==> src/inc/tvadc_pkg.sv <==
// Purpose: Shared types and constants for the triple video converter control logic.
// Assumes: Analog inputs arrive as 9-bit levels in half-LSB units from a front-end model.
// Notes:   Widths, offsets, codes and reset values are named here; the other files also write some of them out as literals.
//
// Notes on behaviour
// - Sample on falling edge, output 2.5 cycles later.
// - Chip select low drives outputs, high floats.
// - Three channels share clock and sync inputs.
// - Line sync steps the dither counter each line.
// - Every second frame sync resets the counter.
// - Frame sync held low stops dither counter.
// - Dither offset moves in half-LSB steps.
// - Whole-LSB offsets subtracted from output codes.
// - Output range 00..FE or 01..FF by state.
// - Select low: RGB, all clamp to 16.
// - Select high: luma 16, chroma 128.
// - Select open: luma 64, chroma 128.
// - Line sync high integrates input minus reference.
// - Falling line sync latches sign, drives correction.
package tvadc_pkg;

  // ************************************************************
  // Widths and timing
  // ************************************************************
  localparam int unsigned TVADC_CODE_W      = 8;
  localparam int unsigned TVADC_LEVEL_W     = 9;
  localparam int unsigned TVADC_ACC_W       = 20;
  localparam int unsigned TVADC_DITHER_W    = 2;
  localparam int unsigned TVADC_CLK_NS      = 20;
  // Rising edges between the sampling falling edge and the output edge (2.5 cycles).
  localparam int unsigned TVADC_OUT_EDGES   = 3;

  // ************************************************************
  // Codes, reset values and dither mapping
  // ************************************************************
  localparam logic [7:0] TVADC_CODE_MIN     = 8'h00;
  localparam logic [7:0] TVADC_CODE_MAX     = 8'hFF;
  localparam logic [7:0] TVADC_CODE_LOW_ALT = 8'h01;
  localparam logic [7:0] TVADC_CODE_RST     = 8'h00;
  localparam logic [1:0] TVADC_DITHER_RST   = 2'h0;
  // Offsets in half-LSB units for counter states 0..3.
  localparam logic [1:0] TVADC_OFS_ZERO     = 2'h0;
  localparam logic [1:0] TVADC_OFS_HALF     = 2'h1;
  localparam logic [1:0] TVADC_OFS_WHOLE    = 2'h2;

  // ************************************************************
  // Clamp reference levels in LSB of full range
  // ************************************************************
  localparam logic [7:0] TVADC_CLAMP_16     = 8'h10;
  localparam logic [7:0] TVADC_CLAMP_64     = 8'h40;
  localparam logic [7:0] TVADC_CLAMP_128    = 8'h80;

  // ************************************************************
  // Types
  // ************************************************************
  // Three-level clamp select as decoded from the select pin.
  typedef enum logic [1:0] {
    TVADC_SEL_LOW  = 2'h0,
    TVADC_SEL_HIGH = 2'h1,
    TVADC_SEL_OPEN = 2'h2
  } tvadc_sel_t;

  // Clamp sequencer states, one-hot.
  typedef enum logic [2:0] {
    TVADC_CL_IDLE      = 3'h1,
    TVADC_CL_INTEGRATE = 3'h2,
    TVADC_CL_CORRECT   = 3'h4
  } tvadc_clamp_state_t;

  typedef struct packed {
    logic [TVADC_LEVEL_W-1:0] red;
    logic [TVADC_LEVEL_W-1:0] green;
    logic [TVADC_LEVEL_W-1:0] blue;
  } tvadc_level_t;

  typedef struct packed {
    logic [TVADC_CODE_W-1:0] red;
    logic [TVADC_CODE_W-1:0] green;
    logic [TVADC_CODE_W-1:0] blue;
  } tvadc_code_t;

  typedef struct packed {
    logic red;
    logic green;
    logic blue;
  } tvadc_flag_t;

endpackage

==> src/logic/tvadc_clamp.sv <==
// Purpose: Line-sync gated clamp sequencer for one channel.
// Assumes: Line sync edges are supplied as one-cycle pulses by the parent.
// Notes:   Sink means the input sits above its reference and must be pulled down.
module tvadc_clamp
  import tvadc_pkg::*;
(
  // Clock and reset.
  input  wire logic                     clk,
  input  wire logic                     resetn,
  // Sampled level and reference.
  input  wire logic [TVADC_LEVEL_W-1:0] level,
  input  wire logic [TVADC_CODE_W-1:0]  ref_code,
  // Line sync level and edges.
  input  wire logic                     line_high,
  input  wire logic                     line_fall,
  // Correction current requests.
  output logic                          sink,
  output logic                          source
);

  tvadc_clamp_state_t           state;
  tvadc_clamp_state_t           next_state;
  logic signed [TVADC_ACC_W-1:0] acc;
  logic signed [TVADC_ACC_W-1:0] diff;
  logic                          sign_pos;

  // Difference of input and reference, both in half-LSB units.
  assign diff = TVADC_ACC_W'($signed({1'b0, level})) -
                TVADC_ACC_W'($signed({1'b0, ref_code, 1'b0}));

  // Sequencer: integrate while line sync is high, correct after it falls.
  always_comb
  begin
    next_state = state;
    case (state)
      TVADC_CL_IDLE:      if (line_high) next_state = TVADC_CL_INTEGRATE;
      TVADC_CL_INTEGRATE: if (line_fall) next_state = TVADC_CL_CORRECT;
      TVADC_CL_CORRECT:   if (line_high) next_state = TVADC_CL_INTEGRATE;
      default:            next_state = TVADC_CL_IDLE;
    endcase
  end

  always_ff @(posedge clk or negedge resetn)
  begin
    if (!resetn)
      state <= TVADC_CL_IDLE;
    else
      state <= next_state;
  end

  // Integrator restarts at the start of each high phase of line sync.
  always_ff @(posedge clk or negedge resetn)
  begin
    if (!resetn)
      acc <= '0;
    else if (next_state == TVADC_CL_INTEGRATE && state != TVADC_CL_INTEGRATE)
      acc <= diff;
    else if (state == TVADC_CL_INTEGRATE && line_high)
      acc <= acc + diff;
  end

  // Sign is latched once, at the falling edge of line sync.
  always_ff @(posedge clk or negedge resetn)
  begin
    if (!resetn)
      sign_pos <= 1'b0;
    else if (state == TVADC_CL_INTEGRATE && line_fall)
      sign_pos <= (acc > 0);
  end

  // Correction current is applied from the line sync fall until a clock edge registers the next rise.
  assign sink   = (state == TVADC_CL_CORRECT) && sign_pos;
  assign source = (state == TVADC_CL_CORRECT) && !sign_pos;

endmodule // tvadc_clamp

==> src/logic/tvadc_core.sv <==
// Purpose: Digital control of a triple eight-bit video converter.
// Assumes: All sync and select inputs are synchronous to clk; one clock only.
// Notes:   Code outputs use a separate output enable; the pad ring builds the three-state.
module tvadc_core
  import tvadc_pkg::*;
(
  // Clock and reset.
  input  wire logic                     clk,
  input  wire logic                     resetn,
  // Analog input levels, half-LSB units.
  input  wire logic [TVADC_LEVEL_W-1:0] red_analog_in,
  input  wire logic [TVADC_LEVEL_W-1:0] green_analog_in,
  input  wire logic [TVADC_LEVEL_W-1:0] blue_analog_in,
  // Sync and control inputs.
  input  wire logic                     line_sync_in,
  input  wire logic                     frame_sync_in,
  input  wire tvadc_sel_t               clamp_select,
  input  wire logic                     chip_select_n,
  // Digital code outputs.
  output logic [TVADC_CODE_W-1:0]       red_code_out,
  output logic [TVADC_CODE_W-1:0]       green_code_out,
  output logic [TVADC_CODE_W-1:0]       blue_code_out,
  output logic                          code_oe,
  // Clamp correction currents.
  output tvadc_flag_t                   clamp_sink,
  output tvadc_flag_t                   clamp_source,
  // Dither status.
  output logic [TVADC_DITHER_W-1:0]     dither_state,
  output logic                          dither_running
);

  // ************************************************************
  // Functions
  // ************************************************************

  // Counter state to offset in half-LSB units: 0, half, one, half.
  function automatic logic [1:0] tvadc_offset(input logic [TVADC_DITHER_W-1:0] st);
    logic [1:0] ofs;
    case (st)
      2'h0:    ofs = TVADC_OFS_ZERO;
      2'h1:    ofs = TVADC_OFS_HALF;
      2'h2:    ofs = TVADC_OFS_WHOLE;
      default: ofs = TVADC_OFS_HALF;
    endcase
    return ofs;
  endfunction

  // Quantise a level plus offset, take back whole-LSB offsets, and limit the range.
  function automatic logic [7:0] tvadc_convert(input logic [TVADC_LEVEL_W-1:0] lvl,
                                               input logic [1:0]               ofs);
    logic [9:0] sum;
    logic [8:0] raw;
    logic [7:0] q;
    logic [7:0] res;
    sum = {1'b0, lvl} + {8'h00, ofs};
    raw = sum[9:1];
    q   = raw[8] ? TVADC_CODE_MAX : raw[7:0];
    if (ofs == TVADC_OFS_WHOLE)
    begin
      // Offset of one LSB: q is at least one here, so the result spans 00..FE.
      res = (q == TVADC_CODE_MIN) ? TVADC_CODE_MIN : q - 8'h01;
      if (res == TVADC_CODE_MAX)
        res = TVADC_CODE_MAX - 8'h01;
    end
    else
    begin
      // No whole offset to remove: the result spans 01..FF.
      res = (q == TVADC_CODE_MIN) ? TVADC_CODE_LOW_ALT : q;
    end
    return res;
  endfunction

  // Clamp reference for one channel; luma is the green input.
  function automatic logic [7:0] tvadc_clamp_ref(input tvadc_sel_t sel,
                                                 input logic       is_luma);
    logic [7:0] lvl;
    case (sel)
      TVADC_SEL_LOW:  lvl = TVADC_CLAMP_16;
      TVADC_SEL_HIGH: lvl = is_luma ? TVADC_CLAMP_16 : TVADC_CLAMP_128;
      TVADC_SEL_OPEN: lvl = is_luma ? TVADC_CLAMP_64 : TVADC_CLAMP_128;
      default:        lvl = TVADC_CLAMP_16;
    endcase
    return lvl;
  endfunction

  // ************************************************************
  // Sync edge detection
  // ************************************************************

  logic line_prev;
  logic frame_prev;
  logic line_rise;
  logic line_fall;
  logic frame_fall;

  // Previous levels of the sync inputs.
  always_ff @(posedge clk or negedge resetn)
  begin
    if (!resetn)
    begin
      line_prev  <= 1'b0;
      frame_prev <= 1'b1;
    end
    else
    begin
      line_prev  <= line_sync_in;
      frame_prev <= frame_sync_in;
    end
  end

  // One-cycle edge pulses shared by all three channels.
  assign line_rise  = line_sync_in && !line_prev;
  assign line_fall  = !line_sync_in && line_prev;
  assign frame_fall = !frame_sync_in && frame_prev;

  // ************************************************************
  // Dither counter
  // ************************************************************

  logic [TVADC_DITHER_W-1:0] dither_cnt;
  logic [TVADC_DITHER_W-1:0] next_dither_cnt;
  logic                      frame_toggle;
  logic                      frame_reset;
  logic                      line_step;

  // Every second frame pulse resets; a low frame sync stops the count.
  assign frame_reset = frame_fall && frame_toggle;
  assign line_step   = line_rise && frame_sync_in;

  // Reset takes priority over a line step in the same cycle.
  always_comb
  begin
    next_dither_cnt = dither_cnt;
    if (frame_reset)
      next_dither_cnt = TVADC_DITHER_RST;
    else if (line_step)
      next_dither_cnt = dither_cnt + 2'h1;
  end

  // Counter register and the every-second-pulse toggle.
  always_ff @(posedge clk or negedge resetn)
  begin
    if (!resetn)
    begin
      dither_cnt   <= TVADC_DITHER_RST;
      frame_toggle <= 1'b0;
    end
    else
    begin
      dither_cnt <= next_dither_cnt;
      if (frame_fall)
        frame_toggle <= !frame_toggle;
    end
  end

  assign dither_state   = dither_cnt;
  assign dither_running = frame_sync_in;

  // ************************************************************
  // Sampling and output pipeline
  // ************************************************************

  tvadc_level_t sample;
  tvadc_code_t  conv;
  tvadc_code_t  stage_a;
  tvadc_code_t  stage_b;
  tvadc_code_t  stage_out;
  logic [1:0]   cur_ofs;

  // Inputs are sensed on the falling edge of the clock.
  always_ff @(negedge clk or negedge resetn)
  begin
    if (!resetn)
      sample <= '0;
    else
      sample <= '{red: red_analog_in, green: green_analog_in,
                  blue: blue_analog_in};
  end

  // Conversion of each channel with the current dither offset.
  assign cur_ofs    = tvadc_offset(dither_cnt);
  assign conv.red   = tvadc_convert(sample.red, cur_ofs);
  assign conv.green = tvadc_convert(sample.green, cur_ofs);
  assign conv.blue  = tvadc_convert(sample.blue, cur_ofs);

  // Three rising edges bring the code out 2.5 cycles after sampling.
  always_ff @(posedge clk or negedge resetn)
  begin
    if (!resetn)
    begin
      stage_a   <= '0;
      stage_b   <= '0;
      stage_out <= '0;
    end
    else
    begin
      stage_a   <= conv;
      stage_b   <= stage_a;
      stage_out <= stage_b;
    end
  end

  // Registered codes; the enable marks when the pins are driven.
  assign red_code_out   = stage_out.red;
  assign green_code_out = stage_out.green;
  assign blue_code_out  = stage_out.blue;
  assign code_oe        = !chip_select_n;

  // ************************************************************
  // Clamp networks
  // ************************************************************

  logic [TVADC_CODE_W-1:0] ref_red;
  logic [TVADC_CODE_W-1:0] ref_green;
  logic [TVADC_CODE_W-1:0] ref_blue;

  // References from the three-level select; green carries luma.
  assign ref_red   = tvadc_clamp_ref(clamp_select, 1'b0);
  assign ref_green = tvadc_clamp_ref(clamp_select, 1'b1);
  assign ref_blue  = tvadc_clamp_ref(clamp_select, 1'b0);

  // One sequencer per channel, all gated by the same line sync.
  tvadc_clamp u_clamp_red (
    .clk       (clk),
    .resetn    (resetn),
    .level     (sample.red),
    .ref_code  (ref_red),
    .line_high (line_sync_in),
    .line_fall (line_fall),
    .sink      (clamp_sink.red),
    .source    (clamp_source.red)
  );

  tvadc_clamp u_clamp_green (
    .clk       (clk),
    .resetn    (resetn),
    .level     (sample.green),
    .ref_code  (ref_green),
    .line_high (line_sync_in),
    .line_fall (line_fall),
    .sink      (clamp_sink.green),
    .source    (clamp_source.green)
  );

  tvadc_clamp u_clamp_blue (
    .clk       (clk),
    .resetn    (resetn),
    .level     (sample.blue),
    .ref_code  (ref_blue),
    .line_high (line_sync_in),
    .line_fall (line_fall),
    .sink      (clamp_sink.blue),
    .source    (clamp_source.blue)
  );

endmodule // tvadc_core

==> config.mk <==
export PLATFORM = sky130hd
export DESIGN_NAME = tvadc_core
export DESIGN_NICKNAME = d
export VERILOG_FILES = /design/src/inc/tvadc_pkg.sv /design/src/logic/tvadc_clamp.sv /design/src/logic/tvadc_core.sv
export SDC_FILE = /design/constraint.sdc
export NUM_CORES = 1
export LEC_CHECK = 0
export BUFFER_PORTS_ARGS = -buffer_cell sky130_fd_sc_hd__clkbuf_2
export CAP_MARGIN = 20
export CORE_ASPECT_RATIO = 0.6
export CORE_MARGIN = 1
export CORE_UTILIZATION = 35
export DETAILED_ROUTE_END_ITERATION = 7
export PLACE_DENSITY = 0.54
export SLEW_MARGIN = 20
export SYNTH_ARGS = -nofsm -noshare
export SYNTH_HDL_FRONTEND = slang
export SYNTH_SLANG_ARGS = --single-unit
==> constraint.sdc <==
create_clock -name clk -period 7.6 [get_ports clk]
set_input_delay 0.38 -clock clk [delete_from_list [all_inputs] [get_ports clk]]
set_output_delay 0.38 -clock clk [all_outputs]
set_load 0.02 [all_outputs]
After elaboration in Yosys (flattened, before gate mapping)
Index checks and enable logic that the tools add are counted.
Widths: inputs -> output; s select.
- word-level logic and storage cells: 138
- bits in registers: 176
- input port bits: 34
- output and inout port bits: 34
- $lt $le $gt $ge: 3
- equality and inequality tests: 22
- reductions and logical operators: 40
- muxes and demuxes: 35
- $add $sub $neg: 13
- operator list (operator ; number):
    $mux 8 ; 16
    $mux 20 ; 6
    $add 20x10->20 ; 3
    $gt 20x1->1 const B ; 3
    $add 9x2->10 ; 3
    $eq 8x8->1 const B ; 3
    $logic_not 8->1 ; 3
    $sub 8x1->8 const B ; 3
    $logic_and 1x1->1 ; 20
    $sub 9x9->10 ; 2
    $eq 3x2->1 const B ; 6
    $mux 3 ; 6
    $pmux 3 s2 ; 3
    $sub 9x8->10 ; 1
    $eq 3x1->1 const B ; 3
    $eq 3x3->1 const B ; 3
    $ne 3x2->1 const B ; 3
    $logic_not 1->1 ; 8
    $reduce_bool 2->1 ; 4
    $reduce_or 2->1 ; 4
    $mux 7 ; 1
    $eq 2x2->1 const B ; 3
    $mux 2 ; 2
    $pmux 2 s2 ; 1
    other kinds (3) ; 3

Longest topological paths before layout
Gate-level depths: netlist of the first run.
- word-level depth: 9
- mapped depth: 18
- mapped depth without buffers: 18

Hierarchy
Synthesis of the first run repeated with hierarchy kept, for this count alone.
- cell total of the unflattened synthesis: 1292
- area total of the unflattened synthesis: 11972.7 um2
- modules (own cells, without submodules) (module ; area an instance (um2) ; instances ; seq. area each (um2) ; cells each):
    tvadc_core ; 4812.1 ; 1 ; 2603.7 ; 431
    tvadc_clamp at u_clamp_green ... ; 2356.0 ; 2 ; 601.8 ; 278
    tvadc_clamp at u_clamp_blue ; 2448.6 ; 1 ; 601.8 ; 305

==> run summary, run 1 <==
## Clocking
- worst-case clock buffer depth: 2
- clock net sink count: 176
- number of CTS-inserted buffers: 17
- clock latency on the worst-skew pair: 0.45 ns
- setup repair bufs after CTS: 0
- Max H-tree Level: 4
- TritonCTS clock tree: done
- Worst-path clk slew: 0.08 ns
- Clock Root Buffer: clkbuf_16

## Timing
- final hold slack: 0.0770 ns
- setup tns final: 0 ns
- Final Skew: 0.0395 ns
- final max-slew violation count: 0
- Slew @ Worst Pin: 0.898 ns
- unrepaired setup endpoints after global routing: no
- hold violation count in the final report: 0
- tightest slew margin relative to the limit: 0.399
- PnR worst setup slack: 0.316 ns
- number of setup violations in the final report: 0

## Setup path
- type of the worst setup path: reg2reg
- endpoint class of the critical path: flip-flop
- critical path peak fanout: 7
- data required time at the worst endpoint: 8.00 ns
- CP Data Arrival Time: 7.68 ns
- CP dominant cell by count: ha_1
- Critical Path Max Stage Delay: 0.46 ns
- type of element launching the critical path: flip-flop
- cell chain of the critical path: inv_1, ha_1, ha_1, nand2b_1, a21o_1, inv_1, ha_1, a21oi_1, o21ai_0, a21oi_2, o31ai_2, a31o_2, a31o_2, and3_1, nor3_1, o22a_1
- Slowest cell on crit path: dfrtn_1

## Placement
- RD Place Congestion: 0.908
- Post-Place Setup Slack: 0.218 ns
- Buffers on Ports: 67
- sum of net half-perimeters after detailed placement: 20.2 mm
- area post-placement: 0.0114 sq mm

## Logic synthesis
- number of synthesized flops with an enable pin: 0
- mean instance size in the synthesized netlist: 9.35 sq um
- Yosys reg bits: 176
- multiplexer area fraction after synthesis: 0.0128
- largest area contributor in the netlist: dfrtp_1
- netlist area before placement: 0.0106 sq mm
- share of synthesized cell area in and, or, nand and nor gates: 0.175
- Async SR Flop Fraction: 1.00
- share of synthesized cell area in full adder, half adder and majority cells: 0.0978
- cells after synthesis: 1133
- compound-cell area share of the yosys netlist: 0.203
- dominant synthesized flop cell: dfrtp_1
- dominant combinational cell family by area after synthesis: compound AO/OA/AOI/OAI gates
- yosys synthesis warning count: 0
- Synth top area share: 0.342
- number of distinct library cells after synthesis: 81
- sequential element share of the synthesized area: 0.416
- synthesized net count: 1248
- top post-synthesis cells by area: dfrtp_1, ha_1, dfrtn_1, a21oi_1, o21ai_0
- fraction of synthesized cell area in xor and xnor cells: 0.0620

## Detailed routing
- DRT Pass-1 Iters: 5
- average detailed-routed wire length per instance: 16.9 um
- drt via density: 5.35
- DRC Markers: 0
- drt initial violations: 772
- number of routed nets with antenna violations: 0
- routed wire length: 27.2 mm
- count of vias placed by the detailed router: 8606

## Layout
- most frequent cells in the layout: dfrtp_1, nand2_1, a21oi_1, ha_1, o21ai_0
- diodes inserted: 0
- multi-input combinational cell area: 0.00585 sq mm
- most frequent standard cell in the layout excluding fill and tap cells: dfrtp_1
- filler instances: 2919
- total non-filler cell area in the finished layout: 0.0120 sq mm
- ratio of cells with drive above 1 in the final layout: 0.117
- register area: 0.00441 sq mm
- synthesis-to-layout area growth: 13.2%
- number of nets in the final layout: 1311

## Global route
- total global-route track usage: 0.186
- vias in the first global route: 7944
- initial antenna violation count: 0
- maximum number of pins on one net before global-route repair: 78
- global route total overflow: 0
- first-pass GRT wire length: 44.4 mm

## Floorplanning
- Die Area: 0.0310 sq mm
- number of placement rows: 48
- vertical extent of the die: 137 um
- area of the core: 0.0292 sq mm
- number of I/O pins: 68
- Die X: 227 um
- initial core utilization: 0.362

## Power
- IR drop worst, VDD: 0.168 mV
- PnR Total Power: 4.51 mW
- power density relative to cell area: 376 mW/mm^2
- Leak: 5.34 nW

## Flow run
- number of violations of the max-capacitance limit: 0

## Outcome
- outcome: completed

## Min path
- Hold WC Path Type: in2reg

[sequential cells by signal (all words and copies together) (netlist names), 8 cells and up]
register           cells
stage_a               24
sample                27
green_code_out         8
stage_b               24
u_clamp_blue.acc      20
red_code_out           8
u_clamp_green.acc     20
u_clamp_red.acc       20
blue_code_out          8
[worst max-delay path: cells and delay by family, from the launching register on]
kind	cells	cell delay [ns]
buffers and inverters	2	0.23
AOI/OAI and AO/OA	8	1.54
and+or+nand+nor	3	0.42
adders and majority gates	3	0.81
DFF	1	0.46
[cell type report]
cell class | count | area share
Inverter | 48 | 0.0150
Clock buffer | 19 | 0.0369
Timing Repair Buffer | 83 | 0.0400
Multi-Input combinational cell | 870 | 0.487
Clock inverter | 13 | 0.0113
Tap cell | 400 | 0.0417
Sequential cell | 176 | 0.368
[report_power, final]
| group | switching (mW) | leakage (nW) | total, mW | internal (mW) |
|---|---|---|---|---|
| logic | 1.25 | 2.99 | 2.13 | 0.887 |
| registers | 0.257 | 2.07 | 1.49 | 1.24 |
| clock network | 0.435 | 0.283 | 0.883 | 0.447 |
[routing by layer]
| metal | track usage | up-vias | share of wire | routed length (um) |
|---|---|---|---|---|
| li1 | - | 4261 | - | - |
| met1 | 0.312 | 4102 | 0.57 | 15500 |
| met2 | 0.228 | 223 | 0.36 | 9760 |
| met3 | 0.0337 | 20 | 0.062 | 1690 |
| met4 | 0.0492 | 0 | 0.010 | 272 |
| met5 | 0 | - | 0 | 0 |
[stage by stage]
| step | util | std cells |
|---|---|---|
| final | 0.410 | 1609 |
| after global routing | 0.410 | 1609 |
| after CTS | 0.410 | 1609 |
| after detailed placement | 0.390 | 1576 |
| after global placement | 0.390 | 1576 |
| after floorplan | - | 1133 |
[kinds of logic (layout without fill, tap and decap cells)]
group                      count (synthesis)  in the layout
AOI/OAI and AO/OA                        335            335
xor gates and xnor gates                  75             75
adders and majority gates                 81             81
buffers and inverters                     87            163
DFF                                      176            176
muxes                                     13             13
and+or+nand+nor                          366            366
[final timing paths]
kind                               start                    to  slack, ns  cells past startpoint
hold reg to reg              stage_a[22]           stage_b[22]       0.35                      0
min in group asynchronous         resetn  u_clamp_blue.acc[16]       0.50                      2
hold / removal             frame_sync_in            frame_prev       0.08                      1
setup reg to reg               sample[5]  u_clamp_blue.acc[19]       0.32                     16
setup / recovery               sample[5]  u_clamp_blue.acc[19]       0.32                     16
max in group asynchronous         resetn            sample[18]       2.63                      3
[synthesized netlist by cell type, drive strengths merged (12+ instances only)]
| library cell | n |
|---|---|
| a21oi | 96 |
| a21o | 27 |
| a22oi | 13 |
| xor2 | 30 |
| clkbuf | 29 |
| ha | 78 |
| dfrtn | 27 |
| a211oi | 12 |
| o21ai | 85 |
| dfrtp | 145 |
| and3 | 13 |
| nand4 | 15 |
| nor3 | 31 |
| nand2 | 98 |
| nor2b | 14 |
| nand2b | 26 |
| and2 | 21 |
| inv | 47 |
| a31oi | 12 |
| nor4 | 19 |
| nand3 | 34 |
| nor2 | 67 |
| xnor2 | 45 |
[timing repair]
item	4_1_cts	5_1_grt
hold buffers	1	0
setup endpoints to repair	0	3
endpoints found under the hold margin	52	0
resized for setup	0	3
(Power assumes the default switching activity.)
==> inputs of run 2 (changes only) <==
--- a/config.mk
+++ b/config.mk
@@ -5,12 +5,13 @@
 export SDC_FILE = /design/constraint.sdc
 export NUM_CORES = 1
 export LEC_CHECK = 0
-export BUFFER_PORTS_ARGS = -buffer_cell sky130_fd_sc_hd__clkbuf_2
+export BUFFER_PORTS_ARGS = -buffer_cell sky130_fd_sc_hd__buf_2
 export CAP_MARGIN = 20
 export CORE_ASPECT_RATIO = 0.6
 export CORE_MARGIN = 1
 export CORE_UTILIZATION = 35
 export DETAILED_ROUTE_END_ITERATION = 7
+export GPL_TIMING_DRIVEN = 0
 export PLACE_DENSITY = 0.54
 export SLEW_MARGIN = 20
 export SYNTH_ARGS = -nofsm -noshare
==> constraint.sdc (replaced) <==
create_clock -name clk -period 9.3 [get_ports clk]
set_input_delay 0.465 -clock clk [delete_from_list [all_inputs] [get_ports clk]]
set_output_delay 0.465 -clock clk [all_outputs]
set_load 0.02 [all_outputs]
==> run 2 against run 1 <==
Wire length is 0.32% higher. Sequential power decreased by 19%. Non-clock buffer count grew 24. Clock skew grew 0.0020 ns. Count of clock-buffer cells in the layout did not move. Register-to-register slack better by 0.35 ns. Critical path depth unchanged. Largest power group unchanged. First-iteration DRC count decreased by 16%. Die area stayed put. Setup slack better by 0.35 ns. Worst hold slack got worse by 0.062 ns.
==> run summary, run 2 (synthesized netlist as in run 1, its figures left out) <==
## Outcome
- outcome: completed

## Layout
- register area: 0.00441 sq mm
- max FFs per register: 27
- most frequent standard cell in the layout excluding fill and tap cells: dfrtp_1
- filler instances: 2919
- ratio of cells with drive above 1 in the final layout: 0.109
- diodes inserted: 0
- multi-input combinational cell area: 0.00583 sq mm
- largest registers in the final layout: sample x27, stage_a x24, stage_b x24
- most flop-heavy register: sample
- share of the core filled with cells: 0.413
- synthesis-to-layout area growth: 13.9%
- most frequent cells in the layout: dfrtp_1, nand2_1, a21oi_1, o21ai_0, ha_1
- number of nets in the final layout: 1335
- total non-filler cell area in the finished layout: 0.0121 sq mm
- count of placed standard cells in the final layout, fillers left out: 1633

## Placement
- cell total after placement: 1601
- sum of net half-perimeters after detailed placement: 20.0 mm
- area post-placement: 0.0115 sq mm
- Buffers on Ports: 67
- RD Place Congestion: 0.873

## Flow run
- number of violations of the max-capacitance limit: 0

## Timing
- Final Skew: 0.0415 ns
- hold violation count in the final report: 0
- Slew @ Worst Pin: 0.897 ns
- final hold slack: 0.0153 ns
- setup tns final: 0 ns
- number of setup violations in the final report: 0
- tightest slew margin relative to the limit: 0.400
- final max-slew violation count: 0
- unrepaired setup endpoints after global routing: no

## Detailed routing
- routed wire length: 27.3 mm
- DRC Markers: 0
- count of vias placed by the detailed router: 8712
- average detailed-routed wire length per instance: 16.7 um
- number of routed nets with antenna violations: 0
- DRT Pass-1 Iters: 5
- drt via density: 5.33
- drt initial violations: 651

## Setup path
- critical path peak fanout: 14
- type of element launching the critical path: flip-flop
- endpoint class of the critical path: flip-flop
- critical path endpoint: u_clamp_blue.acc[19]
- endpoint of the worst-slack reg-to-reg timing path: u_clamp_blue.acc[19]
- CP Data Arrival Time: 9.02 ns
- number of cell instances on the worst register-to-register path: 16
- reg-to-reg startpoint: sample[5]
- worst setup slack for register-to-register paths: 0.67 ns
- worst setup path startpoint: sample[5]
- type of the worst setup path: reg2reg
- data required time at the worst endpoint: 9.69 ns

## Global route
- initial antenna violation count: 2
- global route total overflow: 0
- vias in the first global route: 7981
- maximum number of pins on one net before global-route repair: 90
- total global-route track usage: 0.183
- first-pass GRT wire length: 43.6 mm

## Power
- clock network fraction of total power: 0.200
- Pint: 2.13 mW
- IR drop worst, VDD: 0.125 mV
- share of total power in combinational logic: 0.474
- fraction of power consumed by sequential logic: 0.325
- share of total power consumed by net switching: 0.422
- Leak: 5.35 nW
- net switching power figure: 1.55 mW
- power density relative to cell area: 305 mW/mm^2

## Min path
- Hold WC Path Type: in2async

## Floorplanning
- vertical extent of the die: 137 um
- initial core utilization: 0.362
- number of placement rows: 48
- area of the core: 0.0292 sq mm
- Die X: 227 um
- Die Area: 0.0310 sq mm
- number of I/O pins: 68

## Clocking
- hold bufs inserted after CTS: 0
- Worst-path clk slew: 0.07 ns
- setup repair bufs after CTS: 0
- clock net sink count: 176
- Max H-tree Level: 4
- clock latency on the worst-skew pair: 0.46 ns
- number of CTS-inserted buffers: 17
- TritonCTS clock tree: done
- worst-case clock buffer depth: 2
- post-CTS sizing: 0
- Clock Root Buffer: clkbuf_16

==> run 2: cell types whose count changed in the layout (fill, tap and decap cells not counted), moves of 2 or more <==
| cell | delta |
|---|---|
| buf_2 | +66 |
| inv_6 | +2 |
| clkbuf_1 | +28 |
| o21ai_0 | +2 |
| clkbuf_2 | -66 |
| inv_8 | -4 |
| buf_1 | +2 |
| buf_4 | -6 |
==> run 2: critical path: stages (launching register included) <==
cell and delay, ns:
dfrtn_1 0.49, inv_1 0.09, ha_1 0.22, ha_1 0.20, nand2b_1 0.08, a21o_1 0.20, inv_1 0.27, ha_1 0.48
nand4_1 0.14, a21oi_1 0.18, a21oi_2 0.10, o31ai_1 0.56, a31o_2 0.27, a31o_2 0.19, nor2_1 0.05, a311oi_1 0.26
o22a_1 0.17
==> run 2: metal layers <==
metal,global-route usage,up-vias,wire [um]
li1,-,4300,-
met1,0.297,4158,15200
met2,0.235,237,10200
met3,0.0436,17,1660
met4,0.0372,0,190
met5,0,-,0
==> run 2: cell type report <==
cell class,instances,area share
plain buffers,39,0.0146
clock buffers,19,0.0375
clock inverters,13,0.0118
inverters,48,0.0149
multi-input cells,870,0.483
flip-flops and latches,176,0.365
well taps,400,0.0415
repair buffers,68,0.0309
==> run 2: how the worst min path moves through the flow <==
stage                from                   to  slack (ns)  depth (start not counted)
2_1_floorplan      resetn     blue_code_out[0]        0.17                          0
3_3_place_gp   stage_a[7]           stage_b[7]        0.33                          0
3_5_place_dp   stage_b[0]     blue_code_out[0]        0.33                          0
4_1_cts            resetn  u_clamp_blue.acc[5]        0.02                          1
5_1_grt            resetn  u_clamp_blue.acc[5]        0.06                          1
6_report           resetn  u_clamp_blue.acc[5]        0.02                          1
==> run 2: metrics by stage <==
| step | total power [mW] | setup slack, ns |
|---|---|---|
| floorplan | 2.49 | 1.40 |
| global placement | 2.90 | 0.328 |
| detailed placement | 2.93 | 0.712 |
| CTS | 3.69 | 0.722 |
| global route | 3.98 | 0.434 |
| finish | 3.68 | 0.669 |
==> run 2: power groups by stage <==
stage                     Combinational [mW]  Clock [mW]  Sequential, mW
after detailed placement                1.72           0            1.21
after floorplan                         1.31           0            1.18
after CTS                               1.74       0.757            1.20
after global placement                  1.70           0            1.21
after global routing                    1.96       0.788            1.23
final                                   1.75       0.738            1.20
==> inputs of run 3 (changes only) <==
--- a/config.mk
+++ b/config.mk
@@ -5,6 +5,7 @@
 export SDC_FILE = /design/constraint.sdc
 export NUM_CORES = 1
 export LEC_CHECK = 0
+export ABC_AREA = 1
 export BUFFER_PORTS_ARGS = -buffer_cell sky130_fd_sc_hd__buf_2
 export CAP_MARGIN = 20
 export CORE_ASPECT_RATIO = 0.6
==> run 3 against run 2 <==
The run now ends with negative hold slack left. Sequential power up 3%. Register-to-register slack improved by 0.38 ns. Global-route usage grew 0.72 points. Critical path type unchanged. Critical endpoint is now u_clamp_green.acc[15].
==> run summary, run 3 <==
## Timing
- hold violation count in the final report: 4
- setup tns final: 0 ns
- final max-slew violation count: 0
- Slew @ Worst Pin: 0.848 ns
- number of setup violations in the final report: 0
- final hold slack: -0.0160 ns
- PnR worst setup slack: 1.05 ns
- tightest slew margin relative to the limit: 0.435
- unrepaired setup endpoints after global routing: no
- Final Skew: 0.0402 ns

## Clocking
- setup repair bufs after CTS: 0
- Clock Root Buffer: clkbuf_16
- clock net sink count: 176
- TritonCTS clock tree: done
- number of CTS-inserted buffers: 17
- post-CTS sizing: 0
- hold bufs inserted after CTS: 0
- clock latency on the worst-skew pair: 0.45 ns
- worst-case clock buffer depth: 2
- Worst-path clk slew: 0.07 ns
- Max H-tree Level: 4

## Setup path
- cell chain of the critical path: inv_1, ha_1, ha_1, nor2_1, nor2_1, nand2_1, inv_1, ha_1, a21oi_1, o21ai_0, a21oi_1, o21ai_0, a21o_1, or2_2, nand3_1, a21oi_1
- data required time at the worst endpoint: 9.63 ns
- type of element launching the critical path: flip-flop
- number of buffers and inverters on the critical path: 2
- Slowest cell on crit path: dfrtn_1
- family with the most delay on the worst path: compound AO/OA/AOI/OAI gates
- endpoint class of the critical path: flip-flop
- Critical Path Max Stage Delay: 0.55 ns
- type of the worst setup path: reg2reg
- critical path peak fanout: 12
- CP Data Arrival Time: 8.58 ns

## Logic synthesis
- Async SR Flop Fraction: 1.00
- dominant synthesized flop cell: dfrtp_1
- Yosys reg bits: 176
- number of distinct library cells after synthesis: 51
- sequential element share of the synthesized area: 0.391
- cells after synthesis: 1440
- netlist area before placement: 0.0113 sq mm
- yosys synthesis warning count: 0
- Post-synth top cells: nand2_1, inv_1, dfrtp_1, nor2_1, a21oi_1
- mean instance size in the synthesized netlist: 7.84 sq um
- synthesized net count: 1555
- number of synthesized flops with an enable pin: 0
- top-count cell post-synth: nand2_1
- top post-synthesis cells by area: dfrtp_1, nand2_1, ha_1, dfrtn_1, inv_1
- largest area contributor in the netlist: dfrtp_1
- Synth top area share: 0.321

## Layout
- count of placed standard cells in the final layout, fillers left out: 1956
- most frequent standard cell in the layout excluding fill and tap cells: nand2_1
- max FFs per register: 27
- number of nets in the final layout: 1642
- ratio of cells with drive above 1 in the final layout: 0.130
- diodes inserted: 0
- most flop-heavy register: sample
- total non-filler cell area in the finished layout: 0.0128 sq mm
- share of the core filled with cells: 0.406
- multi-input combinational cell area: 0.00604 sq mm
- synthesis-to-layout area growth: 13.1%
- most frequent cells in the layout: nand2_1, inv_1, dfrtp_1, nor2_1, a21oi_1
- largest registers in the final layout: sample x27, stage_a x24, stage_b x24
- filler instances: 3196
- register area: 0.00441 sq mm

## Power
- clock network fraction of total power: 0.179
- PnR Total Power: 4.07 mW
- share of total power consumed by net switching: 0.462
- Leak: 6.39 nW
- IR drop worst, VDD: 0.141 mV
- net switching power figure: 1.88 mW
- power density relative to cell area: 319 mW/mm^2
- Pint: 2.19 mW
- fraction of power consumed by sequential logic: 0.304
- share of total power in combinational logic: 0.517

## Global route
- first-pass GRT wire length: 48.7 mm
- vias in the first global route: 8912
- initial antenna violation count: 0
- global route total overflow: 0
- maximum number of pins on one net before global-route repair: 96
- total global-route track usage: 0.190

## Floorplanning
- initial core utilization: 0.359
- Die X: 234 um
- number of placement rows: 50
- Die Area: 0.0330 sq mm
- number of I/O pins: 68
- vertical extent of the die: 141 um
- area of the core: 0.0315 sq mm

## Detailed routing
- count of vias placed by the detailed router: 9909
- routed wire length: 30.0 mm
- DRC Markers: 0
- DRT Pass-1 Iters: 7
- average detailed-routed wire length per instance: 15.4 um
- drt initial violations: 723
- drt via density: 5.07
- number of routed nets with antenna violations: 0

## Min path
- Hold WC Path Type: in2async

## Placement
- Post-Place Setup Slack: 0.987 ns
- sum of net half-perimeters after detailed placement: 23.2 mm
- RD Place Congestion: 0.897
- area post-placement: 0.0122 sq mm
- cell total after placement: 1924
- Buffers on Ports: 67

## Flow run
- number of violations of the max-capacitance limit: 0

## Outcome
- outcome: finished, violations left
- failing checks: negative hold slack

run 3: changes by cell type in the layout (fill, tap and decap cells not counted), sizes merged, moves of 14 or more:
cell    change
nand3      +59
clkbuf     -18
nor2b      -14
nand2     +245
inv       +141
nand2b     -26
nor2       +64
xnor2      -32
and2       -17
run 3: layout make-up:
cell class | instances | share of cell area
sequential | 176 | 0.345
timing repair buffer | 68 | 0.0292
tap | 416 | 0.0408
clock buffer | 21 | 0.0362
multi-input combinational | 1050 | 0.473
buffer | 22 | 0.00960
inverter | 192 | 0.0564
clock inverter | 11 | 0.00941
run 3: kinds of logic (layout without fill, tap and decap cells):
group	count (synthesis)	after routing	synth area share
AO/OA/AOI/OAI	274	274	0.141
XOR/XNOR	48	48	0.0379
adder cells (fa/ha/maj)	81	81	0.0918
buffers and inverters	214	314	0.0747
flip-flops	176	176	0.391
multiplexers	1	1	0.000887
AND/OR/NAND/NOR	646	646	0.263
run 3: power groups by stage:
stage | clock [mW] | sequential, mW | combinational (mW)
6_report | 0.730 | 1.24 | 2.10
5_1_grt | 0.786 | 1.27 | 2.39
4_1_cts | 0.753 | 1.24 | 2.09
3_5_place_dp | 0 | 1.25 | 2.08
3_3_place_gp | 0 | 1.24 | 2.05
2_1_floorplan | 0 | 1.25 | 1.51
run 3: path summary, 6_finish.rpt:
kind	from	end	slack, ns	cells past startpoint
worst min register to register	stage_a[17]	stage_b[17]	0.35	0
min in group clk	line_sync_in	line_prev	0.14	1
worst max register to register	sample[14]	u_clamp_green.acc[15]	1.05	16
worst max-delay path	sample[14]	u_clamp_green.acc[15]	1.05	16
max in group asynchronous	resetn	sample[24]	3.80	2
worst min-delay path	resetn	u_clamp_green.acc[15]	-0.02	1
run 3: layer usage:
| metal | wire length [um] | share of wire | track usage |
|---|---|---|---|
| met1 | 17000 | 0.57 | 0.317 |
| met4 | 164 | 0.0055 | 0.0290 |
| met2 | 11100 | 0.37 | 0.241 |
| met5 | 0 | 0 | 0 |
| met3 | 1810 | 0.060 | 0.0431 |
